===== src/shared/bzr_defines.svh =====
`ifndef BZR_DEFINES_SVH
`define BZR_DEFINES_SVH

// reset values of the configuration fields
`define BZR_FMSTR_RST     2'h0
`define BZR_RATE_RST      1'h0
`define BZR_LPF_RST       2'h1
`define BZR_MOD_RST       4'h8
`define BZR_MAG_RST       3'h0

// low-pass codes
`define BZR_LPF_BYPASS    2'h0
`define BZR_LPF_DEFAULT   2'h1
`define BZR_LPF_MID       2'h2
`define BZR_LPF_HIGH      2'h3

// magnitude codes
`define BZR_MAG_OFF       3'h0
`define BZR_MAG_8UA       3'h1
`define BZR_MAG_16UA      3'h2
`define BZR_MAG_32UA      3'h3
`define BZR_MAG_64UA      3'h5
`define BZR_MAG_96UA      3'h7

// modulation codes
`define BZR_MOD_128K      4'h0
`define BZR_MOD_80K       4'h1
`define BZR_MOD_40K       4'h2
`define BZR_MOD_18K       4'h3
`define BZR_MOD_DIV4      4'h4
`define BZR_MOD_DIV8      4'h5
`define BZR_MOD_DIV16     4'h6
`define BZR_MOD_DIV32     4'h7
`define BZR_MOD_DIV64     4'h8
`define BZR_MOD_DIV128    4'h9

// master clock rates in Hz
`define BZR_FMSTR0_HZ     16'h8000
`define BZR_FMSTR12_HZ    16'h7D00
`define BZR_FMSTR3_HZ     16'h7CE0

// sample rates in hundredths of sps
`define BZR_RATE0_FAST    13'h1900
`define BZR_RATE0_SLOW    13'h0C80
`define BZR_RATE1_FAST    13'h186A
`define BZR_RATE1_SLOW    13'h0C35
`define BZR_RATE2_FAST    13'h1388
`define BZR_RATE2_SLOW    13'h09C4
`define BZR_RATE3_FAST    13'h1383
`define BZR_RATE3_SLOW    13'h0A26

// low-pass cutoffs in mHz
`define BZR_CUT0_LOW      15'h1000
`define BZR_CUT0_MID      15'h2000
`define BZR_CUT0_HIGH     15'h4000
`define BZR_CUT12_LOW     15'h0FA0
`define BZR_CUT12_MID     15'h1F40
`define BZR_CUT12_HIGH    15'h3E80
`define BZR_CUT3_LOW      15'h0F9C
`define BZR_CUT3_MID      15'h1F38
`define BZR_CUT3_HIGH     15'h3E70

// modulation frequencies in Hz
`define BZR_F0_128K       18'h20000
`define BZR_F12_128K      18'h1F400
`define BZR_F3_128K       18'h1F380
`define BZR_FA_80K        18'h14000
`define BZR_FB_80K        18'h13880
`define BZR_FA_40K        18'h0A000
`define BZR_FB_40K        18'h09C40
`define BZR_FA_18K        18'h0471C
`define BZR_FB_18K        18'h04574
`define BZR_F0_512        18'h00200
`define BZR_FX_500        18'h001F4
`define BZR_F0_256        18'h00100
`define BZR_FX_250        18'h000FA
`define BZR_F0_128        18'h00080
`define BZR_FX_125        18'h0007D

// core clock timing
`define BZR_CLK_PERIOD_NS 5
`define BZR_CLK_HZ        (1000000000 / `BZR_CLK_PERIOD_NS)

`endif


===== src/shared/bzr_pkg.sv =====
`default_nettype none

package bzr_pkg;

  typedef enum logic [1:0] {
    BZR_FM_32768,
    BZR_FM_32000A,
    BZR_FM_32000B,
    BZR_FM_31968
  } bzr_fmstr_t;

  typedef struct packed {
    bzr_fmstr_t  masterClockSelect;
    logic        rateSlow;
    logic [1:0]  lowpassCutoffSelect;
    logic [3:0]  modulationFreqSelect;
    logic [2:0]  driveCurrentMagnitude;
  } bzr_cfg_t;

  typedef struct packed {
    logic [1:0]  lowpassEffective;
    logic [14:0] cutoffMhz;
    logic [12:0] rateCsps;
    logic [17:0] modFreqHz;
  } bzr_res_t;

endpackage : bzr_pkg

`default_nettype wire


===== src/design/bzr_drive_gen.sv =====
`timescale 1ns/10ps
`default_nettype none
`include "bzr_defines.svh"

module bzr_drive_gen (
  input  wire logic        core_clk,    // core clock
  input  wire logic        srst,        // sync reset, high
  input  wire logic        enable,      // generator running
  input  wire logic [17:0] modFreqHz,   // wanted output frequency
  output var  logic        drivePos,    // positive phase
  output var  logic        driveNeg     // negative phase
);
  import bzr_pkg::*;

  localparam logic [27:0] CLK_HZ = 28'(`BZR_CLK_HZ);

  logic [27:0] acc_r;
  logic [27:0] acc_nxt;
  logic        pos_r;
  logic        pos_nxt;
  logic        neg_r;
  logic        neg_nxt;
  logic [28:0] sum;

  // two half periods per cycle, so step by twice the frequency
  always_comb begin
    sum     = {1'b0, acc_r} + {10'h000, modFreqHz, 1'b0};
    acc_nxt = acc_r;
    pos_nxt = pos_r;
    if (!enable) begin
      acc_nxt = 28'h0000000;
      pos_nxt = 1'b0;
    end else if (sum >= {1'b0, CLK_HZ}) begin
      acc_nxt = 28'(sum - {1'b0, CLK_HZ});
      pos_nxt = !pos_r;
    end else begin
      acc_nxt = sum[27:0];
    end
    // registered so the negative phase leaves the block straight from a flop
    neg_nxt = enable & !pos_nxt;
  end

  always_ff @(posedge core_clk) begin
    if (srst) begin
      acc_r <= 28'h0000000;
      pos_r <= 1'b0;
      neg_r <= 1'b0;
    end else begin
      acc_r <= acc_nxt;
      pos_r <= pos_nxt;
      neg_r <= neg_nxt;
    end
  end

  assign drivePos = pos_r;
  assign driveNeg = neg_r;

endmodule : bzr_drive_gen

`default_nettype wire


===== src/design/bzr_setting_resolver.sv =====
`timescale 1ns/10ps
`default_nettype none
`include "bzr_defines.svh"

module bzr_setting_resolver (
  input  wire logic              core_clk,       // 200 MHz clock
  input  wire logic              srst,           // sync reset, high
  input  wire logic              cfgWrEn,        // write strobe, one cycle
  input  wire bzr_pkg::bzr_cfg_t cfgWrData,      // settings written
  input  wire logic              illegalClr,     // clears illegal flag
  output var  bzr_pkg::bzr_cfg_t cfgStored,      // settings as stored
  output var  bzr_pkg::bzr_res_t resolved,       // derived settings
  output var  logic              illegalSetting, // sticky illegal flag
  output var  logic              driveOutPos,    // positive drive
  output var  logic              driveOutPosOeN, // low while driving
  output var  logic              driveOutNeg,    // negative drive
  output var  logic              driveOutNegOeN  // low while driving
);
  import bzr_pkg::*;

  // effective low-pass code: 16 Hz only at the fast rates
  function automatic logic [1:0] eff_lpf(input bzr_cfg_t c);
    if (c.rateSlow && c.lowpassCutoffSelect == `BZR_LPF_HIGH)
      return `BZR_LPF_DEFAULT;
    return c.lowpassCutoffSelect;
  endfunction : eff_lpf

  function automatic logic [14:0] cutoff_of(input bzr_fmstr_t fm, input logic [1:0] lpf);
    logic [14:0] low;
    logic [14:0] mid;
    logic [14:0] high;
    unique case (fm)
      BZR_FM_32768: begin
        low  = `BZR_CUT0_LOW;
        mid  = `BZR_CUT0_MID;
        high = `BZR_CUT0_HIGH;
      end
      BZR_FM_32000A, BZR_FM_32000B: begin
        low  = `BZR_CUT12_LOW;
        mid  = `BZR_CUT12_MID;
        high = `BZR_CUT12_HIGH;
      end
      BZR_FM_31968: begin
        low  = `BZR_CUT3_LOW;
        mid  = `BZR_CUT3_MID;
        high = `BZR_CUT3_HIGH;
      end
    endcase
    unique case (lpf)
      `BZR_LPF_BYPASS:  return 15'h0000;
      `BZR_LPF_DEFAULT: return low;
      `BZR_LPF_MID:     return mid;
      `BZR_LPF_HIGH:    return high;
    endcase
  endfunction : cutoff_of

  function automatic logic [12:0] rate_of(input bzr_fmstr_t fm, input logic slow);
    unique case (fm)
      BZR_FM_32768:  return slow ? `BZR_RATE0_SLOW : `BZR_RATE0_FAST;
      BZR_FM_32000A: return slow ? `BZR_RATE1_SLOW : `BZR_RATE1_FAST;
      BZR_FM_32000B: return slow ? `BZR_RATE2_SLOW : `BZR_RATE2_FAST;
      BZR_FM_31968:  return slow ? `BZR_RATE3_SLOW : `BZR_RATE3_FAST;
    endcase
  endfunction : rate_of

  function automatic logic [17:0] mod_of(input bzr_fmstr_t fm, input logic [3:0] code);
    logic        grpA;
    logic        fm0;
    logic [15:0] fmHz;
    // the 80K, 40K and 18K codes pair 00 with 11, unlike the divided ones
    grpA = (fm == BZR_FM_32768) || (fm == BZR_FM_31968);
    fm0  = (fm == BZR_FM_32768);
    fmHz = fm0 ? `BZR_FMSTR0_HZ : ((fm == BZR_FM_31968) ? `BZR_FMSTR3_HZ : `BZR_FMSTR12_HZ);
    unique case (code)
      `BZR_MOD_128K: begin
        if (fm0)
          return `BZR_F0_128K;
        return (fm == BZR_FM_31968) ? `BZR_F3_128K : `BZR_F12_128K;
      end
      `BZR_MOD_80K:  return grpA ? `BZR_FA_80K : `BZR_FB_80K;
      `BZR_MOD_40K:  return grpA ? `BZR_FA_40K : `BZR_FB_40K;
      `BZR_MOD_18K:  return grpA ? `BZR_FA_18K : `BZR_FB_18K;
      `BZR_MOD_DIV4, `BZR_MOD_DIV8, `BZR_MOD_DIV16, `BZR_MOD_DIV32:
        return {2'h0, fmHz >> (code - 4'h2)};
      `BZR_MOD_DIV64:  return fm0 ? `BZR_F0_512 : `BZR_FX_500;
      `BZR_MOD_DIV128: return fm0 ? `BZR_F0_256 : `BZR_FX_250;
      default:         return fm0 ? `BZR_F0_128 : `BZR_FX_125;
    endcase
  endfunction : mod_of

  // largest magnitude code the modulation code permits
  function automatic logic [2:0] mag_limit(input logic [3:0] code);
    unique case (code)
      `BZR_MOD_128K, `BZR_MOD_18K: return `BZR_MAG_96UA;
      `BZR_MOD_80K, `BZR_MOD_40K:  return `BZR_MAG_96UA;
      `BZR_MOD_DIV4:               return `BZR_MAG_96UA - 3'h1;
      `BZR_MOD_DIV8:               return `BZR_MAG_32UA;
      `BZR_MOD_DIV16:              return `BZR_MAG_16UA;
      default:                     return `BZR_MAG_8UA;
    endcase
  endfunction : mag_limit

  bzr_cfg_t    cfg_r;
  bzr_cfg_t    cfg_nxt;
  bzr_res_t    res_r;
  bzr_res_t    res_nxt;
  logic        ill_r;
  logic        ill_nxt;
  logic        oeN_r;
  logic        oeN_nxt;
  logic        wrIllegal;
  logic        genPos;
  logic        genNeg;

  // settings store; an illegal magnitude leaves the old one in place
  always_comb begin
    wrIllegal = cfgWrEn && (cfgWrData.driveCurrentMagnitude >
                            mag_limit(cfgWrData.modulationFreqSelect));
    cfg_nxt = cfg_r;
    if (cfgWrEn) begin
      cfg_nxt = cfgWrData;
      if (wrIllegal)
        cfg_nxt.driveCurrentMagnitude = cfg_r.driveCurrentMagnitude;
    end
    // a new illegal write wins over a clear in the same cycle
    ill_nxt = wrIllegal ? 1'b1 : (illegalClr ? 1'b0 : ill_r);
  end

  always_ff @(posedge core_clk) begin
    if (srst) begin
      cfg_r <= '{masterClockSelect:     bzr_fmstr_t'(`BZR_FMSTR_RST),
                 rateSlow:              `BZR_RATE_RST,
                 lowpassCutoffSelect:   `BZR_LPF_RST,
                 modulationFreqSelect:  `BZR_MOD_RST,
                 driveCurrentMagnitude: `BZR_MAG_RST};
      ill_r <= 1'b0;
    end else begin
      cfg_r <= cfg_nxt;
      ill_r <= ill_nxt;
    end
  end

  // derived view lags the store by one cycle
  always_comb begin
    res_nxt.lowpassEffective = eff_lpf(cfg_r);
    res_nxt.cutoffMhz        = cutoff_of(cfg_r.masterClockSelect, eff_lpf(cfg_r));
    res_nxt.rateCsps         = rate_of(cfg_r.masterClockSelect, cfg_r.rateSlow);
    res_nxt.modFreqHz        = mod_of(cfg_r.masterClockSelect, cfg_r.modulationFreqSelect);
    oeN_nxt = (cfg_r.driveCurrentMagnitude == `BZR_MAG_OFF);
  end

  always_ff @(posedge core_clk) begin
    if (srst) begin
      res_r <= '0;
      oeN_r <= 1'b1;
    end else begin
      res_r <= res_nxt;
      oeN_r <= oeN_nxt;
    end
  end

  bzr_drive_gen u_gen (
    .core_clk  (core_clk),
    .srst      (srst),
    .enable    (!oeN_r),
    .modFreqHz (res_r.modFreqHz),
    .drivePos  (genPos),
    .driveNeg  (genNeg)
  );

  assign cfgStored      = cfg_r;
  assign resolved       = res_r;
  assign illegalSetting = ill_r;
  assign driveOutPos    = genPos;
  assign driveOutNeg    = genNeg;
  assign driveOutPosOeN = oeN_r;
  assign driveOutNegOeN = oeN_r;
endmodule : bzr_setting_resolver

`default_nettype wire


===== config.mk =====
export PLATFORM = sky130hd
export DESIGN_NAME = bzr_setting_resolver
export DESIGN_NICKNAME = d
export VERILOG_FILES = /design/src/shared/bzr_pkg.sv /design/src/design/bzr_drive_gen.sv /design/src/design/bzr_setting_resolver.sv
export VERILOG_INCLUDE_DIRS = /design/src /design/src/shared
export SDC_FILE = /design/constraint.sdc
export NUM_CORES = 1
export LEC_CHECK = 0
export ABC_AREA = 1
export BUFFER_PORTS_ARGS = -buffer_cell sky130_fd_sc_hd__buf_2
export CORE_ASPECT_RATIO = 0.6
export CORE_MARGIN = 3
export CORE_UTILIZATION = 35
export DETAILED_ROUTE_END_ITERATION = 8
export PLACE_DENSITY = 0.55
export SLEW_MARGIN = 40
export SYNTH_ARGS = -nofsm -noshare
export SYNTH_HDL_FRONTEND = slang
export SYNTH_SLANG_ARGS = --single-unit

===== constraint.sdc =====
create_clock -name core_clk -period 3.4 [get_ports core_clk]
set_input_delay 0.51 -clock core_clk [delete_from_list [all_inputs] [get_ports core_clk]]
set_output_delay 0.51 -clock core_clk [all_outputs]
set_load 0.02 [all_outputs]

==> run_results.csv, run 1 <==
group,metric,value,unit
worst_setup_path,worst-path-buf-inv,0,
detailed_routing,drtIter0Drc,772,
timing,tns,0,ps
detailed_routing,antenna_left,0,
cts,hold_buffers,0,
floorplanning,dieArea,19000,um^2
cts,cts_buffers,9,
synth,syn-cell-area,6060,um^2
synth,synth_warnings,0,
timing,fmax,306,MHz
timing,finClkSkew,9.82,ps
cts,clock_sinks,87,
detailed_routing,wl_per_cell,15.9,um
detailed_routing,route.detailed.drc,0,
worst_setup_path,critPathRequiredTime,3620,ps
timing,setup_viol_count_final,0,
worst_setup_path,crit_fanout,16,
timing,fin_crit,3270,ps
worst_setup_path,arrival,3490,ps
global_route,grt_max_degree,31,
detailed_routing,vias,6382,
global_route,grt_first_pass_wirelength,31.7,mm
floorplanning,die_x,176,um
finish,final_nets,1085,
floorplanning,io_pins,81,
synth,synth_area_per_cell,6.28,um^2
timing,slew_headroom,43.8,%
finish,multiInputGateArea,3690,um^2
synth,synth_seq_area_share,28.8,%
outcome,status,"finished clean",
timing,worstMarginPinSlew,835,ps
worst_setup_path,cp-end-kind,"flip-flop",
global_route,grt_antenna_before_repair,0,
cts,cts_max_level,3,
place,dp.final_hpwl,16.6,mm
synth,async_flop_share,0,%
global_route,overflow,0,
synth,ys_types,44,
detailed_routing,wirelength,20.2,mm
finish,drive_above_1_share,18.0,%
floorplanning,die-height,108,um
place,place_congestion,0.972,
power_and_ir_drop,p_per_area,374,nW/um^2
worst_setup_path,max_stage_delay,460,ps
floorplanning,start_util,36.5,%
cts,clk_pin_slew,80,ps
timing,hold_viol,0,
global_route,grt_pass1_vias,5573,
finish,num_antenna_cells,0,
cts,cts_max_path_buffers,2,
power_and_ir_drop,p_leak,3.42,nW
worst_setup_path,crit_type,"reg -> reg",
timing,timing.final.crit_share,96.2,%
detailed_routing,vias_per_cell,5.03,
worst_setup_path,cp_cell_sequence,"ha_1, nand2_1, nand2_1, a21oi_2, nand2_1, nand2_1, nand4_1, nand2_4, nand2_2, nor2_4, nand2_2, nand2_4, nand3b_1, nand2_1, nand2_1, nor2_1",
timing,final_max_slew_viol_count,0,
synth,ys_seq_elements,87,
hold_path,hp-class,"in -> reg",
cts,cts_root_buffer,"clkbuf_16",
finish,area_delta_synth_final,16.1,%
cts,postCtsSetupBuffers,0,
worst_setup_path,cpLargestDelayFamily,"simple AND/OR/NAND/NOR gates",
floorplanning,rows,36,
place,io_buffers,78,
job,maxCapViolCount,0,
floorplanning,coreArea,16600,um^2
cts,cts_tree,"done",
worst_setup_path,slowest_stage,"dfxtp_1",
timing,setup_slack,129,ps
synth,synth-edff-count,0,
worst_setup_path,cpMostUsedCell,"nand2_1",
detailed_routing,drt-pass1-iter-count,5,
cts,postCtsResizedCells,0,
finish,seq_area,1740,um^2
synth,syn_inst,964,
timing,rsz0062_at_grt,"false",
power_and_ir_drop,peakVddDrop,0.199,mV
worst_setup_path,cp-start-kind,"flip-flop",
global_route,track_usage,21.6,%
synth,synth_flop_cell,"dfxtp_1",
place,dpl_worst_slack,149,ps
finish,nFillCells,1791,
cts,clock_latency,350,ps
-- synthesized netlist by cell type (5+ instances only) --
cell type / number / area [um^2]
nand2_2: 32 / 200
clkbuf_1: 13 / 48.8
nand3_2: 5 / 50.1
a31oi_1: 5 / 31.3
a211oi_1: 6 / 45.0
dfxtp_1: 87 / 1740
ha_1: 31 / 388
nor3_1: 17 / 85.1
nor2_1: 88 / 330
inv_1: 138 / 518
nand4_1: 15 / 93.8
a41oi_1: 5 / 43.8
nand3b_1: 7 / 52.6
nor2_2: 11 / 68.8
xor2_1: 7 / 61.3
a21oi_1: 67 / 335
buf_4: 6 / 45.0
inv_2: 9 / 33.8
nand3_1: 66 / 330
o21ai_0: 36 / 180
nand2_1: 267 / 1000
-- worst paths after layout --
kind,from,endpoint,slack (ps),cells after the start
setup / recovery,resolved[9],u_gen.acc_r[23],130,16
setup reg to reg,resolved[9],u_gen.acc_r[23],130,16
hold / removal,cfgWrData[7],cfgStored[7],390,3
hold reg to reg,illegalSetting,illegalSetting,470,2
-- area by class of cell --
class,instances,share of cell area [%]
Inverter,150,8.01
Tap cell,228,4.06
Sequential cell,87,24.8
Clock buffer,9,3.20
Clock inverter,7,1.23
Multi-Input combinational cell,705,52.5
Timing Repair Buffer,84,6.19
-- worst register-to-register path, stage by stage (launching register included) --
cell and delay [ps]:
dfxtp_1 460, ha_1 340, nand2_1 90, nand2_1 140, a21oi_2 330, nand2_1 90
nand2_1 100, nand4_1 250, nand2_4 220, nand2_2 110, nor2_4 180, nand2_2 90
nand2_4 190, nand3b_1 130, nand2_1 70, nand2_1 50, nor2_1 290
-- routing by layer --
layer  global-route usage (%)  vias to the layer above  wire, um
li1                         -                     3238         -
met1                     36.8                     2837     11300
met2                     24.5                      292      6450
met3                     6.73                       15      2350
met4                     3.67                        0       147
met5                        0                        -         0
-- flip-flops by register name (all words and copies together) (netlist names) --
register        count
resolved           44
u_gen.acc_r        27
illegalSetting      1
u_gen.driveNeg      1
u_gen.drivePos      1
driveOutNegOeN      1
cfgStored          12
-- logic make-up after synthesis --
family | Yosys count | share of synthesized area [%]
DFF | 87 | 28.8
adders and majority gates | 32 | 6.73
xor gates and xnor gates | 10 | 1.45
AOI/OAI and AO/OA | 137 | 12.7
and+or+nand+nor | 524 | 38.9
other | 1 | 0.0619
buffers and inverters | 173 | 11.5
-- stage by stage --
stage / std cells / hold slack, ps / area, um^2 / util [%] / power (mW)
final: 1270 / 393 / 7030 / 42.4 / 2.63
after global routing: 1270 / 410 / 7030 / 42.4 / 2.74
after CTS: 1270 / 380 / 6960 / 42.0 / 2.64
after detailed placement: 1254 / 459 / 6650 / 40.1 / 1.60
after global placement: 1254 / 461 / 6650 / 40.1 / 1.61
after floorplan: 965 / 540 / 6060 / - / 1.45
-- cell usage in the layout, fill, tap and decap left out, drive strengths merged --
cell type | Yosys | routed
a211oi | 6 | 6
a21boi | 1 | 1
a21oi | 70 | 70
a31o | 1 | 1
a31oi | 5 | 5
a41oi | 5 | 5
and3 | 1 | 1
buf | 10 | 84
clkbuf | 13 | 9
clkinv | 3 | 8
conb | 1 | 2
dfxtp | 87 | 87
fa | 1 | 1
ha | 31 | 31
inv | 147 | 149
nand2 | 303 | 303
nand3 | 71 | 71
nand3b | 7 | 7
nand4 | 15 | 15
nor2 | 103 | 103
nor3 | 17 | 17
nor4 | 4 | 4
o211ai | 2 | 2
o21a | 1 | 1
o21ai | 38 | 38
o21bai | 2 | 2
o22ai | 3 | 3
o31ai | 2 | 2
o32ai | 1 | 1
or2 | 3 | 3
xnor2 | 3 | 3
xor2 | 7 | 7
-- where the power goes --
| part | leakage [nW] | switching, mW | internal, mW |
|---|---|---|---|
| logic | 2.56 | 0.341 | 0.151 |
| registers | 0.710 | 0.0368 | 1.06 |
| clock network | 0.150 | 0.506 | 0.526 |
| total | 3.42 | 0.884 | 1.74 |
Power figures use the tool's default switching activity.
==> run 2: changes to the inputs <==
--- a/config.mk
+++ b/config.mk
@@ -6,7 +6,6 @@
 export SDC_FILE = /design/constraint.sdc
 export NUM_CORES = 1
 export LEC_CHECK = 0
-export ABC_AREA = 1
 export BUFFER_PORTS_ARGS = -buffer_cell sky130_fd_sc_hd__buf_2
 export CORE_ASPECT_RATIO = 0.6
 export CORE_MARGIN = 3
==> run_results.csv, run 2 <==
group,metric,value,unit
synth,yosys.area.top_type,"dfxtp_1",
global_route,overflow,0,
global_route,track_usage,21.4,%
global_route,grt_first_pass_wirelength,30.3,mm
floorplanning,dieArea,17700,um^2
timing,rsz0062_at_grt,"true",
timing,tns,-6220,ps
synth,synth_flop_cell,"dfxtp_1",
place,dpl_worst_slack,-638,ps
detailed_routing,drtIter0Drc,745,
cts,cts_max_path_buffers,2,
finish,largest_reg_flops,44,
power_and_ir_drop,p_leak,3.40,nW
outcome,status,"finished with violations",
cts,clock_sinks,87,
power_and_ir_drop,clock_power_share,37.2,%
floorplanning,die-height,104,um
timing,slew_headroom,49.1,%
finish,final_nets,945,
synth,synth_seq_area_share,31.0,%
synth,synth.area.top_cells,"dfxtp_1, ha_1, nor2_1",
timing,setup_viol_count_final,21,
detailed_routing,route.detailed.drc,0,
finish,drive_above_1_share,33.8,%
cts,cts_max_level,3,
synth,post-synth-top-area-fraction,31.0,%
hold_path,hp-class,"in -> reg",
worst_setup_path,arrival,4060,ps
timing,fmax,264,MHz
detailed_routing,wirelength,19.3,mm
detailed_routing,vias_per_cell,5.50,
floorplanning,die_x,170,um
cts,clock_latency,340,ps
synth,synth_area_per_cell,7.93,um^2
cts,cts_root_buffer,"clkbuf_16",
worst_setup_path,cp-start-kind,"flip-flop",
synth,post-synth-top-count-cell,"dfxtp_1",
power_and_ir_drop,p_per_area,338,nW/um^2
place,dp.final_hpwl,15.0,mm
finish,num_antenna_cells,0,
place,post-place-cells,1074,
finish,layout_common_cells,"buf_4, dfxtp_1, nor2_1",
synth,syn_inst,708,
synth,synth_commonest_cells,"dfxtp_1, nor2_1, nand2_1, a21oi_1, o21ai_0",
cts,clk_pin_slew,70,ps
detailed_routing,drt-pass1-iter-count,7,
floorplanning,io_pins,81,
power_and_ir_drop,combPwrFrac,21.6,%
finish,post-route-cell-area,7790,um^2
finish,nFillCells,1466,
outcome,violations,"negative setup slack",
synth,ys_seq_elements,87,
timing,timing.final.crit_share,112,%
worst_setup_path,cp-end-kind,"flip-flop",
global_route,grt_antenna_before_repair,0,
place,dpl-instance-area,7070,um^2
power_and_ir_drop,power_switching_share,31.9,%
power_and_ir_drop,switchingPower,0.842,mW
worst_setup_path,crit_fanout,5,
global_route,grt_max_degree,40,
floorplanning,rows,35,
place,io_buffers,78,
timing,final_max_slew_viol_count,0,
synth,synth_warnings,0,
timing,hold_viol,0,
synth,ys_types,75,
timing,setup_slack,-391,ps
cts,cts_buffers,9,
detailed_routing,vias,6073,
worst_setup_path,crit_type,"reg -> reg",
floorplanning,start_util,36.1,%
timing,fin_crit,3790,ps
timing,finClkSkew,12.1,ps
detailed_routing,wl_per_cell,17.5,um
synth,synth-edff-count,0,
detailed_routing,antenna_left,0,
floorplanning,coreArea,15500,um^2
power_and_ir_drop,peakVddDrop,0.285,mV
cts,hold_buffers,0,
power_and_ir_drop,fin_total_pwr,2.63,mW
timing,worstMarginPinSlew,764,ps
power_and_ir_drop,seqPwrFrac,41.2,%
synth,async_flop_share,0,%
place,place_congestion,0.984,
worst_setup_path,critPathRequiredTime,3670,ps
cts,cts_tree,"done",
synth,syn-cell-area,5620,um^2
global_route,grt_pass1_vias,5576,
finish,fin_cells,1105,
power_and_ir_drop,intPower,1.79,mW
job,maxCapViolCount,0,
finish,area_delta_synth_final,38.7,%
finish,layout.cells.most_common,"buf_4",
==> run 2: changes by cell type after synthesis, moves of 14 or more <==
cell      previous run  this run
nand2_1            267        58
inv_1              138        23
nand3_1             66        18
nand2_2             32         0
mux2i_1              0        15
a21oi_1             67        53
and2_1               0        14
clkbuf_1            13        27
==> run 2: per-stage QoR <==
step	hold slack (ps)	utilization [%]
detailed placement	487	45.5
CTS	385	48.8
global route	386	50.1
floorplan	543	-
finish	389	50.1
global placement	461	45.5
==> run 2: critical path: stages (launching register included) <==
cell,delay [ps]
dfxtp_4,360
ha_4,130
inv_2,30
fa_2,340
and2b_2,250
o2111ai_4,150
buf_6,170
a2111oi_4,300
buf_6,190
buf_4,130
o211ai_4,90
a211oi_2,310
o211ai_2,150
o311ai_4,320
nand3_4,160
buf_6,150
or3_1,320
a21oi_2,150
==> run 2: cell type report <==
| cell class | instances | area, um^2 | share of cell area [%] |
|---|---|---|---|
| inverter | 25 | 93.8 | 1.20 |
| multi-input combinational | 554 | 3900 | 50.1 |
| clock inverter | 7 | 75.1 | 0.964 |
| timing repair buffer | 220 | 1490 | 19.1 |
| clock buffer | 9 | 225 | 2.89 |
| sequential | 87 | 1750 | 22.4 |
| tap | 203 | 254 | 3.26 |
==> run 2: cell families after synthesis <==
logic type	after synthesis	synth area share [%]
DFF	87	31.0
and+or+nand+nor	274	23.9
adders and majority gates	32	7.26
buffers and inverters	68	5.30
xor gates and xnor gates	20	3.12
other	1	0.0668
AOI/OAI and AO/OA	208	26.1
muxes	18	3.27
==> run 2: power by group through the flow <==
stage          registers, mW  clock network, mW  logic [mW]
4_1_cts                 1.09               1.01       0.553
2_1_floorplan           1.14                  0       0.284
5_1_grt                 1.09               1.06       0.618
3_3_place_gp            1.11                  0       0.526
6_report                1.09              0.980       0.569
3_5_place_dp            1.11                  0       0.527
==> run 2: worst paths after layout <==
kind / startpoint / end / slack [ps] / cells past startpoint
setup / recovery: resolved[0] / u_gen.acc_r[14] / -390 / 17
hold / removal: cfgWrData[7] / cfgStored[7] / 390 / 2
setup reg to reg: resolved[0] / u_gen.acc_r[14] / -390 / 17
hold reg to reg: illegalSetting / illegalSetting / 500 / 2
==> run 2: repair_timing <==
action,4_1_cts,5_1_grt
setup buffers,8,9
pin swaps,16,16
endpoints found under the setup margin,21,21
resized for setup,34,22
==> run 2: metal layers <==
layer	track usage [%]	part of all wire (%)	wire length [um]
met1	35.0	52	10000
met2	27.8	38	7390
met3	5.05	9.2	1790
met4	3.62	0.63	121
met5	0	0	0
==> run 3: changes to the inputs <==
--- a/config.mk
+++ b/config.mk
@@ -6,12 +6,12 @@
 export SDC_FILE = /design/constraint.sdc
 export NUM_CORES = 1
 export LEC_CHECK = 0
-export BUFFER_PORTS_ARGS = -buffer_cell sky130_fd_sc_hd__buf_2
 export CORE_ASPECT_RATIO = 0.6
 export CORE_MARGIN = 3
 export CORE_UTILIZATION = 35
 export DETAILED_ROUTE_END_ITERATION = 8
-export PLACE_DENSITY = 0.55
+export DONT_BUFFER_PORTS = 1
+export PLACE_DENSITY = 0.51
 export SLEW_MARGIN = 40
 export SYNTH_ARGS = -nofsm -noshare
 export SYNTH_HDL_FRONTEND = slang
==> run_results.csv, run 3 (synthesized netlist as in run 2, its figures left out) <==
group,metric,value,unit
hold_path,holdPathStages,1,
detailed_routing,route.detailed.drc,0,
worst_setup_path,crit_start,"resolved[0]",
place,place_congestion,0.955,
cts,clock_sinks,87,
place,dp.final_hpwl,14.6,mm
cts,cts_max_path_buffers,2,
detailed_routing,vias,5837,
power_and_ir_drop,power_switching_share,31.6,%
finish,largest_reg_flops,44,
cts,cts_buffers,9,
floorplanning,start_util,36.1,%
floorplanning,die-height,104,um
place,post-place-cells,1005,
floorplanning,die_x,170,um
floorplanning,io_pins,81,
finish,layout.cells.most_common,"buf_4",
finish,fin_cells,1037,
power_and_ir_drop,intPower,1.77,mW
worst_setup_path,cp-start-kind,"flip-flop",
timing,hold_viol,0,
power_and_ir_drop,p_per_area,345,nW/um^2
timing,rsz0062_at_grt,"true",
power_and_ir_drop,p_leak,3.10,nW
hold_path,min-delay-start,"srst",
timing,fin_crit,3700,ps
worst_setup_path,worstReg2RegStart,"resolved[0]",
detailed_routing,drt-pass1-iter-count,5,
job,maxCapViolCount,0,
worst_setup_path,crit_fanout,6,
floorplanning,coreArea,15500,um^2
detailed_routing,antenna_left,0,
cts,cts_root_buffer,"clkbuf_16",
power_and_ir_drop,combPwrFrac,18.8,%
outcome,violations,"negative setup slack",
finish,layout_common_cells,"buf_4, dfxtp_1, nor2_1",
global_route,grt_antenna_before_repair,0,
global_route,grt_pass1_vias,5537,
power_and_ir_drop,peakVddDrop,0.233,mV
finish,final_nets,877,
power_and_ir_drop,clock_power_share,37.8,%
worst_setup_path,worstRegToRegCells,15,
finish,num_antenna_cells,0,
worst_setup_path,cpMostUsedCell,"buf_6",
detailed_routing,wirelength,19.0,mm
cts,hold_buffers,0,
detailed_routing,drtIter0Drc,640,
finish,drive_above_1_share,28.4,%
worst_setup_path,critPathRequiredTime,3680,ps
cts,cts_max_level,3,
worst_setup_path,arrival,3980,ps
power_and_ir_drop,switchingPower,0.817,mW
detailed_routing,wl_per_cell,18.3,um
worst_setup_path,slowest_stage,"or4_1",
cts,clk_pin_slew,80,ps
cts,cts_tree,"done",
floorplanning,rows,35,
global_route,grt_first_pass_wirelength,30.2,mm
timing,worstMarginPinSlew,675,ps
worst_setup_path,cp-end-kind,"flip-flop",
global_route,overflow,0,
worst_setup_path,rr_endpoint,"u_gen.acc_r[17]",
worst_setup_path,cp_cell_sequence,"ha_4, inv_2, fa_2, and2b_2, o2111ai_4, buf_6, a2111oi_4, buf_6, o211ai_4, a211oi_2, o211ai_2, o311ai_4, nand3_4, or4_1, a21oi_1",
global_route,track_usage,21.2,%
timing,finClkSkew,15.3,ps
floorplanning,dieArea,17700,um^2
timing,slew_headroom,54.9,%
hold_path,hp-class,"in -> reg",
detailed_routing,vias_per_cell,5.63,
finish,area_delta_synth_final,33.3,%
timing,setup_slack,-302,ps
power_and_ir_drop,seqPwrFrac,43.3,%
timing,setup_viol_count_final,21,
timing,final_max_slew_viol_count,0,
global_route,grt_max_degree,41,
worst_setup_path,crit_type,"reg -> reg",
outcome,status,"finished with violations",
place,dpl_worst_slack,-652,ps
timing,timing.final.crit_share,109,%
worst_setup_path,reg2reg_slack,-300,ps
timing,fmax,270,MHz
place,io_buffers,0,
hold_path,hold_end,"cfgStored[2]",
worst_setup_path,max_stage_delay,440,ps
cts,clock_latency,350,ps
## run 3: area by class of cell
class / instances / area (um^2)
Clock buffer: 9 / 225
Clock inverter: 7 / 75.1
Fill cell: 1460 / 8060
Inverter: 25 / 93.8
Multi-Input combinational cell: 555 / 3920
Sequential cell: 87 / 1750
Tap cell: 203 / 254
Timing Repair Buffer: 151 / 1170
## run 3: metrics by stage
step | hold WS, ps | power, mW | cell area [um^2] | utilization, % | setup TNS (ps)
5_1_grt | 218 | 2.71 | 7490 | 48.2 | -8240
6_report | 237 | 2.58 | 7490 | 48.2 | -5010
3_5_place_dp | 575 | 1.59 | 6740 | 43.3 | -10770
2_1_floorplan | 543 | 1.43 | 5670 | - | -917
3_3_place_gp | 572 | 1.59 | 6740 | 43.3 | -7340
4_1_cts | 221 | 2.59 | 7340 | 47.2 | -3540
## run 3: worst max-delay path by stage
stage / to / slack (ps) / cells past startpoint
4_1_cts: u_gen.acc_r[17] / -280 / 18
6_report: u_gen.acc_r[17] / -300 / 15
3_5_place_dp: u_gen.acc_r[17] / -650 / 19
3_3_place_gp: u_gen.acc_r[10] / -480 / 21
2_1_floorplan: u_gen.acc_r[17] / -120 / 15
5_1_grt: u_gen.acc_r[25] / -470 / 18
## run 3: critical path, delay by kind of cell (launching register included)
kind,cells,cell delay (ps)
DFF,1,360
AOI/OAI and AO/OA,7,1500
adders and majority gates,2,470
buffers and inverters,3,390
and+or+nand+nor,3,900
## run 3: what timing repair did
item	in CTS	in global routing
setup endpoints to repair	21	21
pin swaps	30	10
gates resized for setup	44	19
gates cloned	1	0
setup buffers	10	6
## run 3: per-layer routing
| metal | global-route usage, % | wire length, um | vias to the layer above |
|---|---|---|---|
| li1 | - | - | 2823 |
| met1 | 33.4 | 9590 | 2756 |
| met2 | 27.7 | 7360 | 245 |
| met3 | 6.65 | 1880 | 13 |
| met4 | 4.26 | 177 | 0 |
| met5 | 0 | 0 | - |
## run 3: power by group through the flow
stage / registers (mW) / clock network [mW] / logic (mW)
2_1_floorplan: 1.14 / 0 / 0.284
3_3_place_gp: 1.14 / 0 / 0.441
3_5_place_dp: 1.14 / 0 / 0.448
4_1_cts: 1.12 / 1.00 / 0.470
5_1_grt: 1.12 / 1.05 / 0.529
6_report: 1.12 / 0.978 / 0.486
